[src/logic/adcf_pkg.sv]
// Shared constants and types of the converter serial framing block
`default_nettype none
package adcf_pkg;
  // Result word layout: sign plus twelve data bits
  localparam int RES_W  = 12;
  localparam int WORD_W = 13;
  // Raw converter value, wide enough to show overrange both ways
  localparam int RAW_W  = 14;

  // Saturation limits of the two's complement result
  localparam logic [12:0] POS_FULL  = 13'h0fff;
  localparam logic [12:0] NEG_FULL  = 13'h1000;
  localparam logic [12:0] WORD_ZERO = 13'h0000;

  // Rising-edge counts after the start bit
  localparam logic [5:0] CNT_ZERO     = 6'h00;
  localparam logic [5:0] CNT_CMD_LAST = 6'h03;
  localparam logic [5:0] CNT_MAX      = 6'h3f;
  // Falling-edge actions, keyed by rising edges seen so far
  localparam logic [5:0] FALL_SMP_END = 6'h05;
  localparam logic [5:0] FALL_NULL    = 6'h06;
  localparam logic [5:0] FALL_SIGN    = 6'h07;
  localparam logic [5:0] FALL_MSB_END = 6'h13;
  localparam logic [5:0] FALL_LSB_END = 6'h1f;

  // Buffer depth in front of the framer
  localparam int BUF_DEPTH = 2;

  // Framing states, one-hot
  typedef enum logic [3:0] {
    ST_WAIT_HIGH  = 4'h1,
    ST_WAIT_START = 4'h2,
    ST_CMD        = 4'h4,
    ST_XFER       = 4'h8
  } adcf_state_t;
endpackage
`default_nettype wire

[src/logic/adcf_buf.sv]
// Two-entry valid/ready buffer holding converter results
`default_nettype none
module adcf_buf #(
  parameter int W     = 14,
  parameter int DEPTH = 2
) (
  // Clock and reset
  input  wire logic         clk_in,
  input  wire logic         sys_rst_in,
  input  wire logic         flush_in,
  // Filling side
  input  wire logic         in_valid_in,
  input  wire logic [W-1:0] in_data_in,
  output logic              in_ready_out,
  // Draining side
  output logic              out_valid_out,
  output logic [W-1:0]      out_data_out,
  input  wire logic         out_ready_in
);
  // Pointers are one bit wide, so only two entries can be served
  if (DEPTH != 2 || W < 1) begin
    $error("adcf_buf serves exactly two entries of nonzero width");
  end

  logic [W-1:0] mem_r [DEPTH];
  logic         wr_ptr_r;
  logic         rd_ptr_r;
  logic [1:0]   cnt_r;
  logic [1:0]   cnt_nxt;
  logic         push;
  logic         pop;

  // Handshakes on both sides
  assign push = in_valid_in && in_ready_out;
  assign pop  = out_ready_in && out_valid_out;
  assign out_data_out = mem_r[rd_ptr_r];

  // Occupancy after this cycle
  always_comb begin
    cnt_nxt = cnt_r;
    if (flush_in) begin
      cnt_nxt = 2'h0;
    end else if (push && !pop) begin
      cnt_nxt = cnt_r + 2'h1;
    end else if (pop && !push) begin
      cnt_nxt = cnt_r - 2'h1;
    end
  end

  // Count and flags kept in flip-flops so ready is honest
  always_ff @(posedge clk_in) begin
    if (sys_rst_in) begin
      cnt_r         <= 2'h0;
      in_ready_out  <= 1'b0;
      out_valid_out <= 1'b0;
    end else begin
      cnt_r         <= cnt_nxt;
      in_ready_out  <= (cnt_nxt != 2'h2);
      out_valid_out <= (cnt_nxt != 2'h0);
    end
  end

  // Pointers
  always_ff @(posedge clk_in) begin
    if (sys_rst_in || flush_in) begin
      wr_ptr_r <= 1'b0;
      rd_ptr_r <= 1'b0;
    end else begin
      if (push) begin
        wr_ptr_r <= ~wr_ptr_r;
      end
      if (pop) begin
        rd_ptr_r <= ~rd_ptr_r;
      end
    end
  end

  // Storage needs no reset
  always_ff @(posedge clk_in) begin
    if (push && !flush_in) begin
      mem_r[wr_ptr_r] <= in_data_in;
    end
  end
endmodule
`default_nettype wire

[src/logic/adcf_frame.sv]
// Serial command and result framing of a 13-bit differential converter
// Functional notes
// - Result is two's complement; sign 0 when positive input is higher.
// - Result saturates at +4095 and -4096.
// - Transaction starts on select falling; after power-up low, select must rise first.
// - First clock with select low and command input high is the start bit.
// - Mode bit follows start bit: 1 single-ended, 0 differential.
// - Three channel bits follow, high, middle, low.
// - Eight-input map: binary channels, or pairs with low bit giving polarity.
// - Four-input variant ignores the high select bit.
// - Single-ended results are unipolar; sign bit always sent as 0.
// - Sampling starts on fourth rising edge, ends on fifth clock's falling edge.
// - One more clock finishes sampling; command input ignored then.
// - Falling edge of the next clock drives a low null bit.
// - Next 13 clocks send sign then twelve data bits, MSB first.
// - Output data changes only on falling clock edges.
// - Further clocks repeat the result LSB first.
// - After the LSB-first repeat, zeros are sent while clocks continue.
// - Once only shifting remains, comparator and bias power down.
// - Output stays high-impedance until the null bit.
// - Works with clock idling low or high; sample rise, change fall.
`default_nettype none
module adcf_frame #(
  parameter bit EIGHT_INPUT = 1'b1,
  parameter int RAW_WIDTH   = adcf_pkg::RAW_W
) (
  // Clock and reset
  input  wire logic                 clk_in,
  input  wire logic                 sys_rst_in,
  // Serial pins from the host
  input  wire logic                 cs_n_in,
  input  wire logic                 sclk_in,
  input  wire logic                 din_in,
  // Serial data pin, two signals: data and output enable
  output logic                      dout_out,
  output logic                      dout_oe_out,
  // Raw result stream from the converter core
  input  wire logic                 raw_valid_in,
  input  wire logic [RAW_WIDTH-1:0] raw_data_in,
  output logic                      raw_ready_out,
  // Control toward the analog core
  output logic                      sample_out,
  output logic                      conv_start_out,
  output logic                      single_out,
  output logic [2:0]                chan_pos_out,
  output logic [2:0]                chan_neg_out,
  output logic                      bias_en_out
);
  // Saturation logic serves exactly the package raw width
  if (RAW_WIDTH != adcf_pkg::RAW_W) begin
    $error("adcf_frame needs a raw width of 14");
  end

  // Saturate a raw value into the 13-bit result word
  function automatic logic [12:0] sat_word(input logic signed [13:0] raw,
                                           input logic single);
    logic [12:0] w;
    w = raw[12:0];
    if (raw > 14'sh0fff) begin
      w = adcf_pkg::POS_FULL;
    end else if (raw < -14'sh1000) begin
      w = adcf_pkg::NEG_FULL;
    end
    if (single && w[12]) begin
      w = adcf_pkg::WORD_ZERO;
    end
    return w;
  endfunction

  // Channel mapping; returns {positive, negative}
  function automatic logic [5:0] chan_map(input logic [3:0] cmd);
    logic [2:0] sel;
    sel = EIGHT_INPUT ? cmd[2:0] : {1'b0, cmd[1:0]};
    if (cmd[3]) begin
      return {sel, 3'h0};
    end
    return {sel[2:1], sel[0], sel[2:1], ~sel[0]};
  endfunction

  // Two-stage synchronisers; select resets low so one held low since power-up must rise first
  logic cs_m;
  logic cs_s;
  logic sclk_m;
  logic sclk_s;
  logic sclk_d;
  logic din_m;
  logic din_s;
  always_ff @(posedge clk_in) begin
    if (sys_rst_in) begin
      cs_m   <= 1'b0;
      cs_s   <= 1'b0;
      sclk_m <= 1'b0;
      sclk_s <= 1'b0;
      sclk_d <= 1'b0;
      din_m  <= 1'b0;
      din_s  <= 1'b0;
    end else begin
      cs_m   <= cs_n_in;
      cs_s   <= cs_m;
      sclk_m <= sclk_in;
      sclk_s <= sclk_m;
      sclk_d <= sclk_s;
      din_m  <= din_in;
      din_s  <= din_m;
    end
  end

  // Edges of the host clock; idle level does not matter because
  // bits are counted on rising edges only
  // both idle levels
  logic rise;
  logic fall;
  assign rise = sclk_s && !sclk_d && !cs_s;
  assign fall = !sclk_s && sclk_d && !cs_s;

  adcf_pkg::adcf_state_t state_r;
  logic [5:0]  rcnt_r;
  logic [3:0]  cmd_r;
  logic [12:0] res_r;
  logic [3:0]  cmd_full;
  logic [12:0] head_word;
  logic        pop;
  logic        buf_valid;
  logic [13:0] buf_data;
  logic        flush;

  assign cmd_full  = {cmd_r[2:0], din_s};
  assign head_word = buf_valid ? sat_word(buf_data, single_out)
                               : adcf_pkg::WORD_ZERO;
  // Result is taken when the sign bit goes out
  assign pop   = fall && (state_r == adcf_pkg::ST_XFER)
              && (rcnt_r == adcf_pkg::FALL_SIGN);
  // Stale words from aborted frames are dropped at each new conversion
  assign flush = fall && (state_r == adcf_pkg::ST_XFER)
              && (rcnt_r == adcf_pkg::FALL_SMP_END);

  // Framing state machine
  always_ff @(posedge clk_in) begin
    if (sys_rst_in) begin
      state_r <= adcf_pkg::ST_WAIT_HIGH;
    end else if (cs_s) begin
      state_r <= adcf_pkg::ST_WAIT_START;
    end else begin
      case (state_r)
        adcf_pkg::ST_WAIT_HIGH: begin
          state_r <= adcf_pkg::ST_WAIT_HIGH;
        end
        adcf_pkg::ST_WAIT_START: begin
          if (rise && din_s) begin
            state_r <= adcf_pkg::ST_CMD;
          end
        end
        adcf_pkg::ST_CMD: begin
          if (rise && rcnt_r == adcf_pkg::CNT_CMD_LAST) begin
            state_r <= adcf_pkg::ST_XFER;
          end
        end
        adcf_pkg::ST_XFER: begin
          state_r <= adcf_pkg::ST_XFER;
        end
        default: begin
          state_r <= adcf_pkg::ST_WAIT_START;
        end
      endcase
    end
  end

  // Rising edges after the start bit, saturating so zeros run on
  always_ff @(posedge clk_in) begin
    if (sys_rst_in || cs_s || state_r == adcf_pkg::ST_WAIT_START) begin
      rcnt_r <= adcf_pkg::CNT_ZERO;
    end else if (rise && rcnt_r != adcf_pkg::CNT_MAX) begin
      rcnt_r <= rcnt_r + 6'h01;
    end
  end

  // Command bits shift in; input after the low select bit is ignored
  // mode bit first
  always_ff @(posedge clk_in) begin
    if (sys_rst_in) begin
      cmd_r <= 4'h0;
    end else if (rise && state_r == adcf_pkg::ST_CMD) begin
      cmd_r <= cmd_full;
    end
  end

  // Channel selection latched as sampling begins
  // eight-input map
  always_ff @(posedge clk_in) begin
    if (sys_rst_in) begin
      single_out   <= 1'b0;
      chan_pos_out <= 3'h0;
      chan_neg_out <= 3'h0;
    end else if (rise && state_r == adcf_pkg::ST_CMD
                 && rcnt_r == adcf_pkg::CNT_CMD_LAST) begin
      single_out   <= cmd_full[3];
      {chan_pos_out, chan_neg_out} <= chan_map(cmd_full);
    end
  end

  // Sample window and conversion start
  // sample window
  always_ff @(posedge clk_in) begin
    if (sys_rst_in || cs_s) begin
      sample_out     <= 1'b0;
      conv_start_out <= 1'b0;
    end else begin
      conv_start_out <= flush;
      if (rise && state_r == adcf_pkg::ST_CMD
          && rcnt_r == adcf_pkg::CNT_CMD_LAST) begin
        sample_out <= 1'b1;
      end else if (flush) begin
        sample_out <= 1'b0;
      end
    end
  end

  // Bias stays on until the result is taken, then only shifting runs
  // power down for shifting
  always_ff @(posedge clk_in) begin
    if (sys_rst_in || cs_s || pop) begin
      bias_en_out <= 1'b0;
    end else if (rise && state_r == adcf_pkg::ST_WAIT_START && din_s) begin
      bias_en_out <= 1'b1;
    end
  end

  // Result register, kept for the repeat
  // two's complement word
  always_ff @(posedge clk_in) begin
    if (sys_rst_in) begin
      res_r <= adcf_pkg::WORD_ZERO;
    end else if (pop) begin
      res_r <= head_word;
    end
  end

  // Serial output, changed on falling edges only
  // falling-edge updates
  always_ff @(posedge clk_in) begin
    if (sys_rst_in) begin
      dout_out <= 1'b0;
    end else if (fall && state_r == adcf_pkg::ST_XFER) begin
      if (rcnt_r == adcf_pkg::FALL_NULL) begin
        dout_out <= 1'b0;
      end else if (rcnt_r == adcf_pkg::FALL_SIGN) begin
        dout_out <= head_word[12];
      end else if (rcnt_r > adcf_pkg::FALL_SIGN
                   && rcnt_r <= adcf_pkg::FALL_MSB_END) begin
        dout_out <= res_r[4'(adcf_pkg::FALL_MSB_END - rcnt_r)];
      end else if (rcnt_r > adcf_pkg::FALL_MSB_END
                   && rcnt_r <= adcf_pkg::FALL_LSB_END) begin
        dout_out <= res_r[4'(rcnt_r - adcf_pkg::FALL_MSB_END)];
      end else if (rcnt_r > adcf_pkg::FALL_LSB_END) begin
        dout_out <= 1'b0;
      end
    end
  end

  // Output enable, released by select high
  // float until null bit
  always_ff @(posedge clk_in) begin
    if (sys_rst_in || cs_s) begin
      dout_oe_out <= 1'b0;
    end else if (fall && state_r == adcf_pkg::ST_XFER
                 && rcnt_r == adcf_pkg::FALL_NULL) begin
      dout_oe_out <= 1'b1;
    end
  end

  // Result buffer; its ready goes straight to the core
  adcf_buf #(
    .W     (adcf_pkg::RAW_W),
    .DEPTH (adcf_pkg::BUF_DEPTH)
  ) u_buf (
    .clk_in        (clk_in),
    .sys_rst_in    (sys_rst_in),
    .flush_in      (flush),
    .in_valid_in   (raw_valid_in),
    .in_data_in    (raw_data_in),
    .in_ready_out  (raw_ready_out),
    .out_valid_out (buf_valid),
    .out_data_out  (buf_data),
    .out_ready_in  (pop)
  );
endmodule
`default_nettype wire

[config.mk]
export PLATFORM = sky130hd
export DESIGN_NAME = adcf_frame
export DESIGN_NICKNAME = d
export VERILOG_FILES = /design/src/logic/adcf_pkg.sv /design/src/logic/adcf_buf.sv /design/src/logic/adcf_frame.sv
export SDC_FILE = /design/constraint.sdc
export NUM_CORES = 1
export LEC_CHECK = 0
export BUFFER_PORTS_ARGS = -buffer_cell sky130_fd_sc_hd__buf_2
export CAP_MARGIN = 20
export CELL_PAD_IN_SITES_DETAIL_PLACEMENT = 0
export CELL_PAD_IN_SITES_GLOBAL_PLACEMENT = 1
export CORE_MARGIN = 3
export CORE_UTILIZATION = 46
export DETAILED_ROUTE_END_ITERATION = 8
export PLACE_DENSITY = 0.87
export SYNTH_ARGS = -nofsm -noshare
export SYNTH_HDL_FRONTEND = slang
export SYNTH_HIERARCHICAL = 1
export SYNTH_SLANG_ARGS = --single-unit
[constraint.sdc]
create_clock -name clk_in -period 3.4 [get_ports clk_in]
set_input_delay 0.17 -clock clk_in [delete_from_list [all_inputs] [get_ports clk_in]]
set_output_delay 0.17 -clock clk_in [all_outputs]
set_load 0.1 [all_outputs]
Word-level counts from Yosys, hierarchy flattened
Memories as Yosys holds them, arrays and structs flattened. A register that Yosys moved wholly into a read port is not among the register bits.
Cells that the tools add are included.
{"block": "word_totals", "latchBits": 0, "register_bits": 51, "inputBits": 20, "out_inout_bits": 13, "mem_bits_rw": 28, "rom_bits": 0, "elab_cells": 128, "n_memories": 1}
{"name": "u_buf.mem_r", "depth": 2, "word_bits": 14, "read_ports": 1, "rd_clocked_by_memory_dff": 1, "wr": 1, "line": "adcf_buf.sv:25", "rtl": "logic [W-1:0] mem_r [DEPTH];"}
{"block": "op_classes", "order_cmp": 9, "n_mux": 31, "eq_ne": 14, "bitwise_logic": 3, "add_sub_neg": 5, "n_div": 0, "reduce_logical": 40, "n_shift": 0, "multipliers": 0}
{"cell": "$mux W13", "n": 4}
{"cell": "$logic_and A1 B1 Y1", "n": 23}
{"cell": "$eq A6 B3 Y1 const B", "n": 3}
{"cell": "$mux W1", "n": 16}
{"cell": "$pmux W4 S4", "n": 1}
{"cell": "$gt A14 B13 Y1 const B", "n": 1}
{"cell": "$lt A14 B13 Y1 const B", "n": 1}
{"cell": "$gt A6 B5 Y1 const B", "n": 2}
{"cell": "$le A6 B5 Y1 const B", "n": 2}
{"cell": "$mux W6", "n": 2}
{"cell": "$lt A4 B5 Y1 const B", "n": 2}
{"cell": "$bmux W1 S4", "n": 2}
{"cell": "$mux W2", "n": 4}
{"cell": "$mux W4", "n": 2}
{"cell": "$add A6 B1 Y6 const B", "n": 1}
{"cell": "$eq A6 B2 Y1 const B", "n": 1}
{"cell": "$gt A6 B3 Y1 const B", "n": 1}
{"cell": "$logic_not A1 Y1", "n": 6}
{"cell": "$ne A2 B2 Y1 const B", "n": 3}
{"cell": "$ne A3 B3 Y1 const B", "n": 2}
{"cell": "$ne A6 B6 Y1 const B", "n": 1}
{"cell": "$reduce_and A2 Y1", "n": 3}
{"cell": "$reduce_bool A5 Y1", "n": 1}
{"cell": "$eq A4 B1 Y1 const B", "n": 1}
{"cell": "11 further kinds", "n": 17}

Depth between registers and ports, before layout
{"block": "depth", "ltp_word": 11, "depth_mapped": 11}

Cells and area by module
The synthesis kept the hierarchy.
{"module": "adcf_frame", "cells_per_inst": 260, "area_per_inst_um2": 2225.9, "instances": 1, "seq_area_each_um2": 900.9}
{"module": "adcf_buf", "cells_per_inst": 82, "area_per_inst_um2": 1381.3, "instances": 1, "seq_area_each_um2": 980.9}

Worst setup path before layout
OpenSTA, ideal clock, no wires.
{"block": "synth_path", "kind": "register -> register", "from": "register rcnt_r[3]", "to": "memory u_buf.mem_r[0][0], enable pin", "stages_incl_launch_ff": 9, "period_less_slack_ns": 2.701, "required_time_ns": 2.997, "t_arrival_ns": 2.298, "path_slack_ns": 0.699, "n_path_buf": 1, "path_cell_list": "dfxtp_1 -> inv_1 -> ha_1 -> or3b_1 -> nor3_1 -> nand2_1 -> inv_1 -> buf_4 -> nor3_1"}
{"block": "synth_via", "elab_chain_cells": 6}
{"item": "from (decl)", "line": "adcf_frame.sv:117", "rtl": "logic [5:0] rcnt_r;"}
{"item": "from (signal assigned)", "line": "adcf_frame.sv:171", "rtl": "rcnt_r <= adcf_pkg::CNT_ZERO;"}
{"item": "from (signal assigned)", "line": "adcf_frame.sv:173", "rtl": "rcnt_r <= rcnt_r + 6'h01;"}
{"item": "$eq A6 B3 Y1", "line": "adcf_frame.sv:135", "rtl": "&& (rcnt_r == adcf_pkg::FALL_SMP_END);"}
{"item": "$logic_and A1 B1 Y1", "line": "adcf_frame.sv:135"}
{"item": "via flush", "line": "adcf_frame.sv:125", "rtl": "logic flush;"}
{"item": "$logic_not A1 Y1", "line": "adcf_buf.sv:80", "rtl": "if (push && !flush_in) begin"}
{"item": "$logic_and A1 B1 Y1", "line": "adcf_buf.sv:80"}
{"item": "$mux W1", "line": "adcf_buf.sv:80"}
{"item": "$mux W1 (not written as such)", "line": "adcf_buf.sv:81", "rtl": "mem_r[wr_ptr_r] <= in_data_in;"}
{"item": "to (decl)", "line": "adcf_buf.sv:25"}
The timed path passes the listed nets, and every way through them passes these cells.

Final worst setup path
{"block": "layout_path", "from": "register rcnt_r[2]", "to": "register u_buf.out_valid_out"}
{"block": "layout_via", "elab_chain_cells": 8, "word_cells_on_any_way": 12}
{"item": "$eq A6 B3 Y1 *", "line": "adcf_frame.sv:132", "rtl": "&& (rcnt_r == adcf_pkg::FALL_SIGN);"}
{"item": "$logic_and A1 B1 Y1 *", "line": "adcf_frame.sv:132"}
{"item": "via pop", "line": "adcf_frame.sv:122", "rtl": "logic pop;"}
{"item": "$logic_and A1 B1 Y1 *", "line": "adcf_buf.sv:35", "rtl": "assign pop = out_ready_in && out_valid_out;"}
{"item": "$logic_and A1 B1 Y1 or $logic_not A1 Y1 (tied branches)", "line": "adcf_buf.sv:45, adcf_buf.sv:43"}
{"item": "$mux W2 or $logic_and A1 B1 Y1 (tied branches)", "line": "adcf_buf.sv:45, adcf_buf.sv:43"}
{"item": "$mux W2 *", "line": "adcf_buf.sv:43", "rtl": "end else if (push && !pop) begin"}
{"item": "$mux W2 *", "line": "adcf_buf.sv:41", "rtl": "if (flush_in) begin"}
{"item": "$reduce_bool A2 Y1 *", "line": "adcf_buf.sv:59", "rtl": "out_valid_out <= (cnt_nxt != 2'h0);"}
{"item": "to (signal assigned)", "line": "adcf_buf.sv:59"}
{"item": "to (decl)", "line": "adcf_buf.sv:16", "rtl": "output logic out_valid_out,"}
The timed path passes the listed nets; every way through them passes the cells marked *.
A chain may end at the register's enable or synchronous reset.

==> impl_metrics.env <==
export IMPL_cap_violations=0
export IMPL_setup_total_negative_slack_ns=0
export IMPL_final_slew_viol_count=0
export IMPL_worstSetupPathType="reg2reg"
export IMPL_holdCritPathClass="in2reg"
export IMPL_finish_utilization=0.5627
export IMPL_critical_path_endpoint_type="flop"
export IMPL_run_status="finished clean"
export IMPL_final_antenna_net_count=0
export IMPL_syn_inst=342
export IMPL_port_buffers=32
export IMPL_crit_path_start_kind="flop"
export IMPL_cts_tree="yes"
export IMPL_multi_input_area_um2=1597
export IMPL_power_density_nw_per_um2=450.1
export IMPL_routed_wire_length_per_instance_um=14.09
export IMPL_final_layout_size_suffix_gt1_frac=0.2365
export IMPL_ys_seq_area_frac=0.5217
export IMPL_initialDrtViolationCount=171
export IMPL_finish_net_count=410
export IMPL_timing_hold_worst_path_depth=2
export IMPL_post_layout_nonfiller_instances=488
export IMPL_cp_max_fo=11
export IMPL_synth_ff_latch_count=80
export IMPL_clock_skew_final_ns=0.01045
export IMPL_netlist_area_um2=3607
export IMPL_postRouteWirelength_mm=6.874
export IMPL_grt_max_degree=43
export IMPL_globalRouteTotalUtil=0.1693
export IMPL_placed_cells_incl_taps=457
export IMPL_synth_nets=368
export IMPL_period_minus_slack_ns=2.806
export IMPL_overflow=0
export IMPL_clock_sinks=80
export IMPL_final_period_utilization=0.8253
export IMPL_die_boundary_width_um=94.56
export IMPL_die_area_um2=8941
export IMPL_postCtsResizedCells=0
export IMPL_detailedPlacementHpwl_mm=4.501
export IMPL_final_setup_worst_slack_ns=0.5939
export IMPL_worstPathArrival_ns=3.05
export IMPL_core_region_area_um2=7447
export IMPL_diodes=0
export IMPL_area_delta_synth_final_pct=16.16
export IMPL_die_y_um=94.56
export IMPL_final_hold_violation_count=0
export IMPL_rsz0062_at_grt="no"
export IMPL_average_instance_area_after_synthesis_um2=10.55
export IMPL_timing_fmax_mhz=356.4
export IMPL_placementRows=31
export IMPL_count_of_flip_flops_with_a_built_in_enable_after_synthesis=28
export IMPL_seqCellArea_um2=1882
export IMPL_timing_reg2reg_worst_path_depth=8
export IMPL_async_reset_ff_frac=0
export IMPL_cts_root_buf="clkbuf_8"
export IMPL_worst_ep_required_time_ns=3.65
export IMPL_n_fill_cell=693
export IMPL_grt_pass1_vias=2460
export IMPL_gpl_final_weighted_congestion=0.8873
export IMPL_synth_ff_type="dfxtp_1"
export IMPL_global_route_wire_length_before_repair_mm=11.91
export IMPL_placement_setup_worst_slack_ns=0.6213
export IMPL_initial_core_util=0.4844
export IMPL_drt_first_pass_iters=4
export IMPL_max_slew_margin=0.4912
export IMPL_timing_final_setup_violations=0
export IMPL_synth_yosys_warnings=6
export IMPL_htree_num_levels=3
export IMPL_cts_inserted_buffers=9
export IMPL_tightest_slew_ns=0.7631
export IMPL_initial_antenna_violation_count=0
export IMPL_cts_path_max_buffers=2
export IMPL_clock_insertion_delay_worst_skew_ns=0.35
export IMPL_drc=0
export IMPL_avgViaCountPerCell=5.277
export IMPL_vdd_ir_drop_worst_mv=0.3271
export IMPL_io_pins=33
export IMPL_whs_ns=0.02132
export IMPL_routed_via_count=2575
export IMPL_leakage_dissipation_nw=1.553
export IMPL_synth_unique_cells=51
export IMPL_clkSlewWorstSetupHoldPaths_ns=0.09
export IMPL_mostFrequentLayoutCells="dfxtp_1 (52), nor2_1 (47), buf_2 (32), a21oi_1 (29), edfxtp_1 (28)"
export IMPL_layout_commonest_cell="dfxtp_1"
[critical path, stage by stage, from the launching register on]
cell       delay [ns]
dfxtp_1          0.57
ha_1             0.27
or3b_1           0.44
or4_1            0.56
inv_1            0.16
nand2_4          0.11
xor2_2           0.18
nor3_1           0.08
a2111oi_2        0.33
[power breakdown]
part	internal, W	switching (W)	total (W)
registers	0.00102	0.0000216	0.00104
clock network	0.000352	0.000375	0.000727
logic	0.0000552	0.0000668	0.000122
[per-stage QoR]
stage,power (W),cell area (µm²)
final,0.001886,4190
after floorplan,0.001133,3607
after detailed placement,0.001166,3834
after CTS,0.001901,4179
after global routing,0.001966,4190
after global placement,0.001164,3834
[state kept, by name, indices dropped and copies added (netlist names), 2 cells and up, named ones only]
| register | cells |
|---|---|
| chan_pos_out | 3 |
| chan_neg_out | 3 |
| u_buf/cnt_r | 2 |
| cmd_r | 3 |
| res_r | 13 |
| rcnt_r | 6 |
| state_r | 4 |
| u_buf/mem_r | 28 |
[repair_timing]
item                                   4_1_cts  5_1_grt
hold buffers                                14        0
endpoints found under the hold margin       28        0
setup buffers                                0        0
[synthesized netlist by cell type (all sizes together) (2+ instances only)]
cell	n	area, µm²
nand2	20	90.08
clkbuf	13	48.80
or3	2	12.51
a31oi	4	25.02
edfxtp	28	840.8
a311oi	2	17.52
o22ai	2	12.51
nand4	3	18.77
nor3	22	135.1
mux2i	6	60.06
xnor2	5	43.79
o21ai	5	25.02
nand3	8	40.04
and3	3	18.77
nor4b	3	38.79
a21oi	29	145.1
mux4	6	135.1
nor2b	9	56.30
nor3b	3	22.52
ha	6	75.07
dfxtp	52	1041
a211oi	3	22.52
mux2	14	157.7
nor2	47	176.4
nand3b	2	15.01
xor2	7	68.82
buf	8	51.29
inv	9	33.78
or3b	4	35.04
or2	2	12.51
and2	2	12.51
[final cells by class]
type,instances,area share
Clock buffer,9,0.02956
Clock inverter,7,0.01941
Inverter,9,0.008062
Multi-Input combinational cell,232,0.3810
Sequential cell,80,0.4491
Tap cell,99,0.02956
Timing Repair Buffer,52,0.08331
[kinds of logic (layout without fill, tap and decap cells)]
group | after synthesis | in the layout | synth area share
AO/OA/AOI/OAI | 54 | 54 | 0.09123
XOR/XNOR | 12 | 12 | 0.03122
adder cells (fa/ha/maj) | 6 | 6 | 0.02081
buffers and inverters | 30 | 77 | 0.03711
flip-flops | 80 | 80 | 0.5217
multiplexers | 26 | 26 | 0.09782
AND/OR/NAND/NOR | 134 | 134 | 0.2001
[final timing paths]
kind                                start                  end  slack (ns)
worst max-delay path            rcnt_r[2]  u_buf/out_valid_out        0.59
worst min-delay path              sclk_in               sclk_m        0.02
worst max register to register  rcnt_r[2]  u_buf/out_valid_out        0.59
worst min register to register      din_m                din_s        0.45
[layer usage]
metal / vias to the layer above / global-route usage / part of all wire
met5: - / 0 / 0
met1: 1216 / 0.2429 / 0.49
met4: 0 / 0.05769 / 0.013
met3: 9 / 0.03745 / 0.036
li1: 1305 / - / -
met2: 45 / 0.2535 / 0.46
Power figures use the tool's default switching activity.
